`src/frlo_pkg.sv`:
```
// constants, register map and types shared by the synthesizer control block
package frlo_pkg;
   localparam int       ADDR_W      = 12;
   localparam int       INT_W       = 9;
   localparam int       FRAC_W      = 18;
   localparam int       RATIO_W     = 10;
   localparam int       NUM_CHOICES = 12;
   // register indices; byte address is four times the index
   localparam logic [7:0] IDX_REFDIV = 8'h02;
   localparam logic [7:0] IDX_DSM    = 8'h10;
   localparam logic [7:0] IDX_CPLVL  = 8'h11;
   localparam logic [7:0] IDX_LODIV  = 8'h18;
   localparam logic [7:0] IDX_DIV0   = 8'h19;
   localparam logic [7:0] IDX_DIV1   = 8'h1A;
   localparam logic [7:0] IDX_DIV2   = 8'h1B;
   localparam logic [7:0] IDX_DIV3   = 8'h1C;
   localparam logic [7:0] IDX_AMP    = 8'h1D;
   localparam logic [7:0] IDX_ATTEN  = 8'h1F;
   localparam logic [7:0] IDX_VCOSEL = 8'h30;
   localparam logic [7:0] IDX_STATUS = 8'h31;
   // field positions
   localparam int       REFDIV_BIT  = 1;
   localparam int       DSM_BIT     = 6;
   localparam int       LODIV_BIT   = 6;
   localparam int       START_BIT   = 4;
   localparam int       MAN_EN_BIT  = 4;
   // reset values
   localparam logic [7:0] REG_RST    = 8'h00;
   localparam logic [7:0] VCOSEL_RST = 8'h00;
   // divider arithmetic
   localparam logic [RATIO_W-1:0] INT_OFFSET = 10'h020;
   localparam logic [INT_W-1:0]   INT_MIN    = 9'h006;
   // timing
   localparam int       CLK_NS      = 50;
   localparam int       SETTLE_NS   = 2000;
   localparam int       SETTLE_CYC  = (SETTLE_NS + CLK_NS - 1) / CLK_NS;
   localparam int       MOD_DIV_DEF = 2;
   typedef enum logic [1:0] {TS_IDLE, TS_SETTLE, TS_LOCKWAIT, TS_LOCKED} frlo_tune_type;
endpackage : frlo_pkg

```
`src/frlo_sdm_if.sv`:
```
// carrier between the tuning control and the sigma-delta modulator
`timescale 1ns/1ps
interface frlo_sdm_if;
   import frlo_pkg::*;
   logic [INT_W-1:0]   int_word;
   logic [FRAC_W-1:0]  frac_word;
   logic               bypass;
   logic               step;
   logic               load;
   logic [RATIO_W-1:0] ratio;
   modport ctrl (output int_word, frac_word, bypass, step, load, input ratio);
   modport sdm  (input int_word, frac_word, bypass, step, load, output ratio);
endinterface : frlo_sdm_if

```
`src/frlo_synth_ctrl.sv`:
```
// apb register file, vco and band choice, charge pump choice and modulator drive
`timescale 1ns/1ps
module frlo_synth_ctrl #(
   parameter int MOD_DIV = frlo_pkg::MOD_DIV_DEF // pclk cycles per modulator step
) (
   input  wire logic                          pclk,           // 20 MHz clock
   input  wire logic                          presetn,        // async reset, active low
   input  wire logic [frlo_pkg::ADDR_W-1:0]   paddr,          // apb byte address
   input  wire logic                          psel,           // apb select
   input  wire logic                          penable,        // apb enable
   input  wire logic                          pwrite,         // apb direction
   input  wire logic [31:0]                   pwdata,         // apb write data
   output logic      [31:0]                   prdata,         // apb read data
   output logic                               pready,         // apb ready
   output logic                               pslverr,        // apb error, unmapped
   input  wire logic [1:0]                    tune_vrange_in, // tuning voltage range pin
   input  wire logic                          lock_detect_in, // analog lock detector pin
   output logic      [3:0]                    vco_choice,     // vco index*2 + band
   output logic      [1:0]                    cp_current,     // charge pump level
   output logic      [frlo_pkg::RATIO_W-1:0]  div_ratio,      // instantaneous divide ratio
   output logic                               lo_output_div_select,  // lo output divider
   output logic                               reference_div_select,  // reference halving off
   output logic      [2:0]                    baseband_atten2_code,  // second attenuator
   output logic      [2:0]                    baseband_atten1_code,  // first attenuator
   output logic      [3:0]                    baseband_amp_gain_code // baseband amplifier
);
   import frlo_pkg::*;
   if (MOD_DIV < 1) begin : g_chk
      $error("MOD_DIV must be at least 1");
   end

   ////////////////////////////////////////////////////////////////////////////////////
   logic [7:0] refdiv_reg, dsm_reg, cplvl_reg, lodiv_reg, amp_reg, atten_reg, vcosel_reg;
   logic [7:0] div0_reg, div1_reg, div2_reg, div3_reg;
   logic       pready_reg, pslverr_reg, start_reg;
   logic [31:0] prdata_reg;
   wire  [7:0] idx     = paddr[9:2];
   wire        aligned = (paddr[1:0] == 2'b00) && (paddr[ADDR_W-1:10] == '0);
   wire  sel_refdiv = aligned && idx == IDX_REFDIV;
   wire  sel_dsm    = aligned && idx == IDX_DSM;
   wire  sel_cplvl  = aligned && idx == IDX_CPLVL;
   wire  sel_lodiv  = aligned && idx == IDX_LODIV;
   wire  sel_div0   = aligned && idx == IDX_DIV0;
   wire  sel_div1   = aligned && idx == IDX_DIV1;
   wire  sel_div2   = aligned && idx == IDX_DIV2;
   wire  sel_div3   = aligned && idx == IDX_DIV3;
   wire  sel_amp    = aligned && idx == IDX_AMP;
   wire  sel_atten  = aligned && idx == IDX_ATTEN;
   wire  sel_vcosel = aligned && idx == IDX_VCOSEL;
   wire  sel_status = aligned && idx == IDX_STATUS;
   wire  mapped = sel_refdiv | sel_dsm | sel_cplvl | sel_lodiv | sel_div0 | sel_div1
                | sel_div2 | sel_div3 | sel_amp | sel_atten | sel_vcosel | sel_status;
   // one wait state: ready is raised on the first access edge, the transfer ends on the next
   wire  acc_first = psel && penable && !pready_reg;
   wire  xfer      = psel && penable && pready_reg;
   wire  wr        = xfer && pwrite && mapped;
   wire  [7:0] wb  = pwdata[7:0];
   wire  start_next = wr && sel_div3 && wb[START_BIT];
   // tuning state and status byte
   frlo_tune_type state_reg;
   logic [3:0] choice_reg;
   logic [1:0] cp_reg;
   logic       lock_flag_reg;
   wire  [INT_W-1:0]  int_word  = {div0_reg, div1_reg[7]};
   wire  [FRAC_W-1:0] frac_word = {div1_reg[6:0], div2_reg, div3_reg[7:5]};
   wire  word_invalid = int_word < INT_MIN;
   wire  [7:0] status = {word_invalid, cp_reg, choice_reg, lock_flag_reg};
   wire  [7:0] rbyte =
      sel_refdiv ? refdiv_reg : sel_dsm ? dsm_reg : sel_cplvl ? cplvl_reg :
      sel_lodiv  ? lodiv_reg  : sel_div0 ? div0_reg : sel_div1 ? div1_reg :
      sel_div2   ? div2_reg   : sel_div3 ? {div3_reg[7:5], 5'b00000} :
      sel_amp    ? amp_reg    : sel_atten ? atten_reg : sel_vcosel ? vcosel_reg :
      sel_status ? status : 8'h00;

   always_ff @(posedge pclk or negedge presetn) begin
      if (!presetn) begin
         pready_reg  <= 1'b0;
         pslverr_reg <= 1'b0;
         prdata_reg  <= 32'h00000000;
      end else begin
         pready_reg  <= acc_first;
         pslverr_reg <= acc_first && !mapped;
         prdata_reg  <= (acc_first && !pwrite) ? {24'h000000, rbyte} : 32'h00000000;
      end
   end

   always_ff @(posedge pclk or negedge presetn) begin
      if (!presetn) begin
         {refdiv_reg, dsm_reg, cplvl_reg, lodiv_reg} <= {4{REG_RST}};
         {div0_reg, div1_reg, div2_reg, div3_reg}    <= {4{REG_RST}};
         {amp_reg, atten_reg}                        <= {2{REG_RST}};
         vcosel_reg                                  <= VCOSEL_RST;
         start_reg                                   <= 1'b0;
      end else begin
         if (wr && sel_refdiv) refdiv_reg <= wb;
         if (wr && sel_dsm)    dsm_reg    <= wb;
         if (wr && sel_cplvl)  cplvl_reg  <= wb;
         if (wr && sel_lodiv)  lodiv_reg  <= wb;
         if (wr && sel_div0)   div0_reg   <= wb;
         if (wr && sel_div1)   div1_reg   <= wb;
         if (wr && sel_div2)   div2_reg   <= wb;
         if (wr && sel_div3)   div3_reg   <= wb;
         if (wr && sel_amp)    amp_reg    <= wb;
         if (wr && sel_atten)  atten_reg  <= wb;
         if (wr && sel_vcosel) vcosel_reg <= wb;
         start_reg <= start_next;
      end
   end

   ////////////////////////////////////////////////////////////////////////////////////
   // pin inputs pass two flops before use
   logic [1:0] vr_meta_reg, vr_reg;
   logic       lk_meta_reg, lk_reg;
   always_ff @(posedge pclk or negedge presetn) begin
      if (!presetn) begin
         {vr_meta_reg, vr_reg, lk_meta_reg, lk_reg} <= 6'h00;
      end else begin
         vr_meta_reg <= tune_vrange_in;
         vr_reg      <= vr_meta_reg;
         lk_meta_reg <= lock_detect_in;
         lk_reg      <= lk_meta_reg;
      end
   end

   localparam int CNT_W = $clog2(SETTLE_CYC + 1);
   logic [CNT_W-1:0] cnt_reg;
   wire  manual     = vcosel_reg[MAN_EN_BIT];
   wire  [3:0] man_choice = (vcosel_reg[3:0] < 4'(NUM_CHOICES)) ? vcosel_reg[3:0]
                          : 4'(NUM_CHOICES - 1);
   wire  settled    = cnt_reg == CNT_W'(SETTLE_CYC - 1);
   // auto sweep climbs while the tuning voltage sits in its top range
   wire  climb      = !manual && vr_reg == 2'b11 && choice_reg < 4'(NUM_CHOICES - 1);
   wire  [1:0] cp_pick = cplvl_reg[7 - 2 * vr_reg -: 2];

   always_ff @(posedge pclk or negedge presetn) begin
      if (!presetn) begin
         state_reg     <= TS_IDLE;
         cnt_reg       <= '0;
         choice_reg    <= 4'h0;
         cp_reg        <= 2'b00;
         lock_flag_reg <= 1'b0;
      end else if (start_reg) begin
         state_reg     <= TS_SETTLE;
         cnt_reg       <= '0;
         choice_reg    <= manual ? man_choice : 4'h0;
         lock_flag_reg <= 1'b0;
      end else begin
         case (state_reg)
            TS_IDLE: begin
               lock_flag_reg <= 1'b0;
            end
            TS_SETTLE: begin
               cnt_reg <= settled ? '0 : cnt_reg + 1'b1;
               if (settled && climb) begin
                  choice_reg <= choice_reg + 4'h1;
               end else if (settled) begin
                  state_reg <= TS_LOCKWAIT;
               end
            end
            TS_LOCKWAIT: begin
               if (lk_reg) begin
                  state_reg     <= TS_LOCKED;
                  cp_reg        <= cp_pick;
                  lock_flag_reg <= 1'b1;
               end
            end
            TS_LOCKED: begin
               if (!lk_reg) begin
                  state_reg     <= TS_LOCKWAIT;
                  lock_flag_reg <= 1'b0;
               end
            end
            default: state_reg <= TS_IDLE;
         endcase
      end
   end

   ////////////////////////////////////////////////////////////////////////////////////
   // modulator steps at the reference rate, an enable from a divider
   localparam int DIV_W = (MOD_DIV > 1) ? $clog2(MOD_DIV) : 1;
   logic [DIV_W-1:0] div_cnt_reg;
   logic             step_reg;
   always_ff @(posedge pclk or negedge presetn) begin
      if (!presetn) begin
         div_cnt_reg <= '0;
         step_reg    <= 1'b0;
      end else begin
         step_reg    <= div_cnt_reg == DIV_W'(MOD_DIV - 1);
         div_cnt_reg <= (div_cnt_reg == DIV_W'(MOD_DIV - 1)) ? '0 : div_cnt_reg + 1'b1;
      end
   end

   frlo_sdm_if sdm_bus ();
   assign sdm_bus.int_word  = int_word;
   assign sdm_bus.frac_word = frac_word;
   assign sdm_bus.bypass    = dsm_reg[DSM_BIT];
   assign sdm_bus.step      = step_reg;
   assign sdm_bus.load      = start_reg;
   frlo_sdm u_sdm (
      .pclk    (pclk),
      .presetn (presetn),
      .bus     (sdm_bus.sdm)
   );

   assign prdata                 = prdata_reg;
   assign pready                 = pready_reg;
   assign pslverr                = pslverr_reg;
   assign vco_choice             = choice_reg;
   assign cp_current             = cp_reg;
   assign div_ratio              = sdm_bus.ratio;
   assign lo_output_div_select   = lodiv_reg[LODIV_BIT];
   assign reference_div_select   = refdiv_reg[REFDIV_BIT];
   assign baseband_atten2_code   = atten_reg[5:3];
   assign baseband_atten1_code   = atten_reg[2:0];
   assign baseband_amp_gain_code = amp_reg[3:0];
endmodule : frlo_synth_ctrl

```
`src/frlo_sdm.sv`:
```
// third-order mash sigma-delta modulator producing the instantaneous divide ratio
`timescale 1ns/1ps
module frlo_sdm (
   input  wire logic  pclk,    // system clock
   input  wire logic  presetn, // async reset, active low
   frlo_sdm_if.sdm    bus      // words in, ratio out
);
   import frlo_pkg::*;
   logic [FRAC_W-1:0]  acc1_reg, acc2_reg, acc3_reg;
   logic               c2d_reg, c3d_reg, c3dd_reg;
   logic [RATIO_W-1:0] ratio_reg;
   wire  [FRAC_W:0]    sum1 = {1'b0, acc1_reg} + {1'b0, bus.frac_word};
   wire  [FRAC_W:0]    sum2 = {1'b0, acc2_reg} + {1'b0, sum1[FRAC_W-1:0]};
   wire  [FRAC_W:0]    sum3 = {1'b0, acc3_reg} + {1'b0, sum2[FRAC_W-1:0]};
   wire  c1 = sum1[FRAC_W];
   wire  c2 = sum2[FRAC_W];
   wire  c3 = sum3[FRAC_W];
   // eight output levels, -3 .. +4
   wire  signed [3:0]  dither = $signed({3'b000, c1}) + $signed({3'b000, c2})
                              - $signed({3'b000, c2d_reg}) + $signed({3'b000, c3})
                              - $signed({2'b00, c3d_reg, 1'b0}) + $signed({3'b000, c3dd_reg});
   wire  [RATIO_W-1:0] base = {1'b0, bus.int_word} + INT_OFFSET;
   wire  [RATIO_W-1:0] ratio_next = bus.bypass ? base
                                  : base + {{(RATIO_W-4){dither[3]}}, dither};
   assign bus.ratio = ratio_reg;

   always_ff @(posedge pclk or negedge presetn) begin
      if (!presetn) begin
         {acc1_reg, acc2_reg, acc3_reg} <= '0;
         {c2d_reg, c3d_reg, c3dd_reg}   <= 3'b000;
         ratio_reg                      <= '0;
      end else if (bus.load) begin
         {acc1_reg, acc2_reg, acc3_reg} <= '0;
         {c2d_reg, c3d_reg, c3dd_reg}   <= 3'b000;
      end else if (bus.step) begin
         acc1_reg  <= sum1[FRAC_W-1:0];
         acc2_reg  <= sum2[FRAC_W-1:0];
         acc3_reg  <= sum3[FRAC_W-1:0];
         c2d_reg   <= c2;
         c3d_reg   <= c3;
         c3dd_reg  <= c3d_reg;
         ratio_reg <= ratio_next;
      end
   end
endmodule : frlo_sdm

```
`config.mk`:
```
export PLATFORM = sky130hd
export DESIGN_NAME = frlo_synth_ctrl
export DESIGN_NICKNAME = d
export VERILOG_FILES = /design/src/frlo_pkg.sv /design/src/frlo_sdm_if.sv /design/src/frlo_synth_ctrl.sv /design/src/frlo_sdm.sv
export SDC_FILE = /design/constraint.sdc
export NUM_CORES = 1
export LEC_CHECK = 0
export BUFFER_PORTS_ARGS = -buffer_cell sky130_fd_sc_hd__buf_2
export CAP_MARGIN = 20
export CORE_MARGIN = 2
export CORE_UTILIZATION = 65
export CTS_CLUSTER_DIAMETER = 80
export CTS_CLUSTER_SIZE = 24
export DETAILED_ROUTE_END_ITERATION = 10
export GPL_ROUTABILITY_DRIVEN = 0
export PLACE_DENSITY = 0.86
export SKIP_LAST_GASP = 1
export SLEW_MARGIN = 20
export SYNTH_ARGS = -nofsm -noshare
export SYNTH_HDL_FRONTEND = slang
export SYNTH_SLANG_ARGS = --single-unit
```
`constraint.sdc`:
```
create_clock -name pclk -period 21.5 [get_ports pclk]
set_input_delay 1.075 -clock pclk [delete_from_list [all_inputs] [get_ports pclk]]
set_output_delay 1.075 -clock pclk [all_outputs]
set_load 0.03 [all_outputs]
```
[Yosys cells after proc, flatten, opt, wreduce, memory -nomap -nowiden]
Index checks and enable logic that the tools add are counted.
Storage, ports and cells
  register bits after elaboration: 189
  logic and storage cells: 181
Operators by class
  $add $sub $neg: 14
  order comparisons: 3
  eq/ne operators: 21
  shifts and indexed selects: 1
  multiplexer cells: 45
  bitwise logic cells: 12
  reductions and logical operators: 52
Operator list (number)
  2-to-1 mux 18 bit: 6
  2-to-1 mux 8 bit: 13
  equality test 8 x 5 -> 1 bit (second input constant): 9
  adder 18 x 18 -> 19 bit: 3
  logical AND 1 bit: 35
  indexed part select 9 x 33 -> 2 bit: 1
  2-to-1 mux 4 bit: 5
  2-to-1 mux 6 bit: 3
  equality test 8 x 6 -> 1 bit (second input constant): 2
  != test 3 bit (second input constant): 4
  bitwise OR 1 bit: 11
  adder 10 bit: 1
  adder 9 x 6 -> 10 bit (second input constant): 1
  2-to-1 mux 1 bit: 10
  2-to-1 mux 10 bit: 1
  2-to-1 mux 2 bit: 5
  < comparator 9 x 3 -> 1 bit (second input constant): 1
  adder 4 x 2 -> 4 bit: 2
  equality test 8 x 2 -> 1 bit (second input constant): 1
  < comparator 4 bit (second input constant): 2
  nonzero test 4 bit: 2
  adder 6 x 1 -> 6 bit (second input constant): 1
  equality test 2 bit (second input constant): 3
  equality test 6 bit (second input constant): 1
  16 further kinds: 25

[Longest topological paths before layout]
  depth after elaboration: 17
  depth in mapped cells: 35
  depth with buffers taken out: 35

[Hierarchy]
Synthesis repeated with hierarchy kept, for this count alone.
Unflattened totals
  cells, all modules: 1186
  area total of the unflattened synthesis: 11806.3 um2
By module, submodules not included
  frlo_synth_ctrl: instances 1, cells each 562, area each 6167.2 um2
  frlo_sdm: instances 1, cells each 624, area each 5639.2 um2

[Worst setup path before layout]
Ideal clock, no wire load.
  kind: register -> register
  start: register div3_reg[5]
  end: register u_sdm.ratio_reg[7], in the netlist u_sdm.bus.ratio[7]
  arrival time: 7.336 ns
  setup slack: 14.031 ns
  cell stages (with the launch flop): 34
  path buffers: 0
  clock period less this slack: 7.469 ns
  path through: dfrtp_1 ha_1 fa_1 a21o_1 a21oi_1 o21ai_0 a31oi_1 xnor2_1 ha_1 a21oi_1 o21ai_0 or4_1 o211ai_1 a211oi_1 or3_1 and2_1 ha_1 or3_1 a211o_1 a31oi_1 ha_1 inv_1 fa_1 ha_1 inv_1 ha_1 inv_1 ha_1 a21o_1 a41o_1 or4_1 nand3_1 xor2_1 o21ai_0
On the way
  longest elaborated chain between the ends: 9
  elaborated cells between the ends (all ways): 10
RTL lines
  start: declaration: line frlo_synth_ctrl.sv:34  | logic [7:0] div0_reg, div1_reg, div2_reg, div3_reg;
  start signal: assignment: line frlo_synth_ctrl.sv:90  | {div0_reg, div1_reg, div2_reg, div3_reg} <= {4{REG_RST}};
  start signal: assignment: line frlo_synth_ctrl.sv:102  | if (wr && sel_div3) div3_reg <= wb;
  adder 18 x 18 -> 19 bit (*): line frlo_sdm.sv:12  | wire [FRAC_W:0] sum1 = {1'b0, acc1_reg} + {1'b0, bus.frac_word};
  branches (longest 3 deep; another with adder 18 x 18 -> 19 bit)
  adder 4 x 2 -> 4 bit (*): line frlo_sdm.sv:20  | - $signed({3'b000, c2d_reg}) + $signed({3'b000, c3})
  subtractor 4 x 3 -> 4 bit (*): line frlo_sdm.sv:21  | - $signed({2'b00, c3d_reg, 1'b0}) + $signed({3'b000, c3dd_reg});
  adder 4 x 2 -> 4 bit (*): line frlo_sdm.sv:21
  adder 10 bit (*): line frlo_sdm.sv:24  | : base + {{(RATIO_W-4){dither[3]}}, dither};
  2-to-1 mux 10 bit (*): line frlo_sdm.sv:23  | wire [RATIO_W-1:0] ratio_next = bus.bypass ? base
  end signal: assignment: line frlo_sdm.sv:42  | ratio_reg <= ratio_next;
  end: declaration: line frlo_sdm.sv:11  | logic [RATIO_W-1:0] ratio_reg;
Mark *: on every way between the ends.
A chain may end at the register's enable or synchronous reset.

[Worst setup path after layout]
  start: register div3_reg[5]
  end: register u_sdm.ratio_reg[8], in the netlist u_sdm.bus.ratio[8]
Same word-level chain as after synthesis.

==> results.txt <==
----------------------------------------------------
[Drt]
  DRC violations left ... 0
  Antenna viol nets, final ... 0
  Total length of routed wires ... 27.5 mm
  Total via count after detailed routing ... between 9,000 and 10,000
  Routed wire per std cell ... 19.0 um
  Number of violations reported at the end of detailed-routing iteration 0 ... 838
  Vias/cell ... 6.42
  TritonRoute pass-1 iters ... 6

[Global route]
  Gr usage total ... slightly below 30%
  Number of global-route vias before repair ... 9,145
  Antenna violations before repair ... 0
  Aggregate global routing overflow ... 0
  Largest net degree at the start of global routing ... 127
  First-pass GRT wire length ... 45.7 mm

[Yosys]
  Mapped Cells ... 1,177
  Share of the yosys chip area belonging to registers ... between 30% and 40%
  Number of warnings issued by yosys ... 0
  Post-synthesis instance area ... 11,700 um^2
  Number of synthesized flops with an enable pin ... 0
  Synth Register Bits ... roughly 180
  Area share of the largest cell type after synthesis ... between 30% and 40%
  Leading area contributor after synthesis ... sky130_fd_sc_hd__dfrtp_1
  Mapped Avg Cell Area ... 9.92 um^2
  Primary flip-flop cell chosen by synthesis mapping ... sky130_fd_sc_hd__dfrtp_1
  Count of cell types in the netlist ... between 70 and 80
  Top cells by area in the synthesized netlist ... sky130_fd_sc_hd__dfrtp_1, sky130_fd_sc_hd__mux2_2, sky130_fd_sc_hd__ha_1
  Async SR Flop Fraction ... 100%

[Clocking]
  Number of gates given a new drive strength after cts ... 0
  Setup fix buffers added after clock tree synthesis ... 0
  Root Driver ... sky130_fd_sc_hd__clkbuf_16
  Clock latency reported for the late side of the worst-skew pair ... ~0.46 ns
  H-tree lvl count ... 4
  CTS Hold Bufs ... 0
  Clk sink count ... roughly 180
  CTS Buf Count ... 17
  CTS tree ... done
  Clock transition at path regs ... roughly 0.08 ns
  Number of buffers between clock root and the deepest sink ... 2

[Finish]
  Fraction of final layout cells sized beyond drive strength 1 ... between 10% and 20%
  Register area ... 4610 um^2
  Area of the multi-input gates ... 6530 um^2
  # nets final ... 1,335
  Growth of design area from synthesis to finish ... 7.99%
  Most common library cell in the layout ignoring fill and taps ... sky130_fd_sc_hd__dfrtp_1
  Fin cells ... 1,446
  Most used cells in the layout excluding fill and tap cells ... sky130_fd_sc_hd__dfrtp_1, sky130_fd_sc_hd__nor2_1, sky130_fd_sc_hd__mux2_2, sky130_fd_sc_hd__o21ai_0, sky130_fd_sc_hd__nand2_1
  Antenna Diode Count ... 0
  Filler cell count in the final layout ... ~1,300

[Worst hold path]
  Start point of the worst hold path ... vr_meta_reg[0]
  Min-Delay Path Class ... flop to flop
  Hold Crit Depth ... 0
  Endpoint of the worst hold-timing path ... vr_reg[0]

[Worst setup path]
  Cell repeated most along the worst path ... sky130_fd_sc_hd__ha_1
  Highest cell delay on the worst timing path ... 0.51 ns
  RR Startpoint ... div3_reg[5]
  CP startpoint kind ... flop
  Critical path data required time ... 21.80 ns
  Setup slack on the worst flop-to-flop path ... 12.74 ns
  Critical-path cell with the highest stage delay ... sky130_fd_sc_hd__fa_1
  Worst-path maximum fanout ... 5
  Startpoint of the worst setup timing path ... div3_reg[5]
  Type of element capturing the critical path ... flop
  Critical path arrival ... around 9 ns
  Category of the critical setup timing path ... flop to flop
  Reg-to-Reg End ... u_sdm.bus.ratio[8]
  Reg2reg path depth ... 34

[Place]
  Post-placement worst setup slack ... 13.02 ns
  IO buf count ... 65
  Number of placed instances with taps included ... 1,414
  Detail Placement HPWL ... approximately 19 mm

[Pwr]
  PD cells ... around 86 nW/um^2
  PnR Total Power ... approximately 1.1 mW
  Worst ir drop on vdd ... 74.0 uV
  Leakage power of the design ... 6.14 nW

[STA]
  Number of failing setup endpoints in the final timing report ... 0
  Least-Margin Pin Slew ... around 1 ns
  Fin. Hold Viols ... 0
  Max-slew headroom ... 34.1%
  Unrepaired setup endpoints after global routing ... no
  Number of max-slew violations in the final report ... 0
  Worst hold margin ... 0.352 ns
  Final clock period utilization by the worst path ... 40.8%
  Worst setup skew after layout ... ~0.016 ns
  Setup_tns ... 0 ns
  Setup slack of the critical path after layout ... 12.74 ns
  Tmin final ... between 8 and 9 ns
  FMAX ... between 100 and 150 MHz

[Status]
  Outcome ... finished, final reports clean

[Floorplanning]
  Number of primary I/O pins ... 114
  Core Rows ... 49
  Die outline area ... ~19,000 um^2
  Die Span X ... approximately 140 um
  Area of the core region ... 17,800 um^2
  Die height ... approximately 140 um
  Initial standard-cell utilization of the core ... about 66%

[Run]
  Max-cap violations ... 0

----------------------------------------------------
-- worst max-delay path by stage --
stage / to / slack [ns] / cells past startpoint
6_report: u_sdm.bus.ratio[8] / 12.74 / 34
5_1_grt: u_sdm.bus.ratio[8] / 12.18 / 34
4_1_cts: u_sdm.bus.ratio[8] / 12.86 / 34
3_5_place_dp: u_sdm.bus.ratio[9] / 13.02 / 33
3_3_place_gp: u_sdm.bus.ratio[7] / 13.29 / 33
2_1_floorplan: u_sdm.bus.ratio[7] / 14.03 / 33
-- report_power, final --
group          switching [mW]  internal [mW]  total, mW
registers              0.0183          0.373      0.391
logic                   0.205          0.144      0.348
clock network           0.174          0.165      0.339
-- cell families (layout without fill, tap and decap cells) --
logic type      Yosys count  after routing  share of synthesized area, %
mux                     133            133                          12.9
compound gates          278            278                          15.4
other cells               1             24                        0.0321
buf+inv                 127            144                          5.31
flops                   184            184                          39.5
fa+ha+maj                79             79                          8.86
xor+xnor                 53             53                          3.98
simple gates            322            322                          14.1
-- metal layers --
| layer | track usage, % | up-vias | routed length [um] |
|---|---|---|---|
| met5 | 0 | - | 0 |
| met4 | 10.7 | 0 | 686 |
| met3 | 6.17 | 66 | 2050 |
| met2 | 47.6 | 380 | 13300 |
| met1 | 39.1 | 4533 | 11500 |
| li1 | - | 4305 | - |
-- cells in the mapped netlist (10+ instances only) --
master,n
sky130_fd_sc_hd__inv_1,43
sky130_fd_sc_hd__buf_4,34
sky130_fd_sc_hd__xnor2_1,36
sky130_fd_sc_hd__dfrtp_1,184
sky130_fd_sc_hd__buf_1,12
sky130_fd_sc_hd__a21o_1,15
sky130_fd_sc_hd__o22ai_1,11
sky130_fd_sc_hd__nor4_1,11
sky130_fd_sc_hd__a31oi_1,10
sky130_fd_sc_hd__nand2b_1,14
sky130_fd_sc_hd__mux2i_1,38
sky130_fd_sc_hd__o21a_1,11
sky130_fd_sc_hd__a211oi_1,15
sky130_fd_sc_hd__clkbuf_1,36
sky130_fd_sc_hd__nor2b_1,12
sky130_fd_sc_hd__nand3_1,29
sky130_fd_sc_hd__ha_1,73
sky130_fd_sc_hd__a21oi_1,63
sky130_fd_sc_hd__nor3_1,21
sky130_fd_sc_hd__mux2_2,85
sky130_fd_sc_hd__nor2_1,93
sky130_fd_sc_hd__o21ai_0,78
sky130_fd_sc_hd__xor2_1,17
sky130_fd_sc_hd__nand2_1,74
-- per-stage QoR --
step / instance area (um^2) / utilization (%)
finish: 12600 / 70.9
detailed placement: 12000 / 67.2
floorplan: 11800 / -
CTS: 12600 / 70.9
global route: 12600 / 70.9
global placement: 12000 / 67.2
-- final cells by class --
| type | instances | area share, % |
|---|---|---|
| Clock buffer | 17 | 3.38 |
| Clock inverter | 15 | 1.78 |
| Inverter | 43 | 1.28 |
| Multi-Input combinational cell | 889 | 51.8 |
| Sequential cell | 184 | 36.6 |
| Tap cell | 229 | 2.27 |
| Timing Repair Buffer | 69 | 2.90 |
-- critical path: cells and delay by family (launching register included) --
family,cells,cell delay [ns]
AOI/OAI and AO/OA,13,2.99
adders and majority gates,9,2.69
and+or+nand+nor,7,2.00
DFF,1,0.42
xor gates and xnor gates,2,0.31
buffers and inverters,3,0.17
Note: power is estimated with default switching activity, not from simulation.
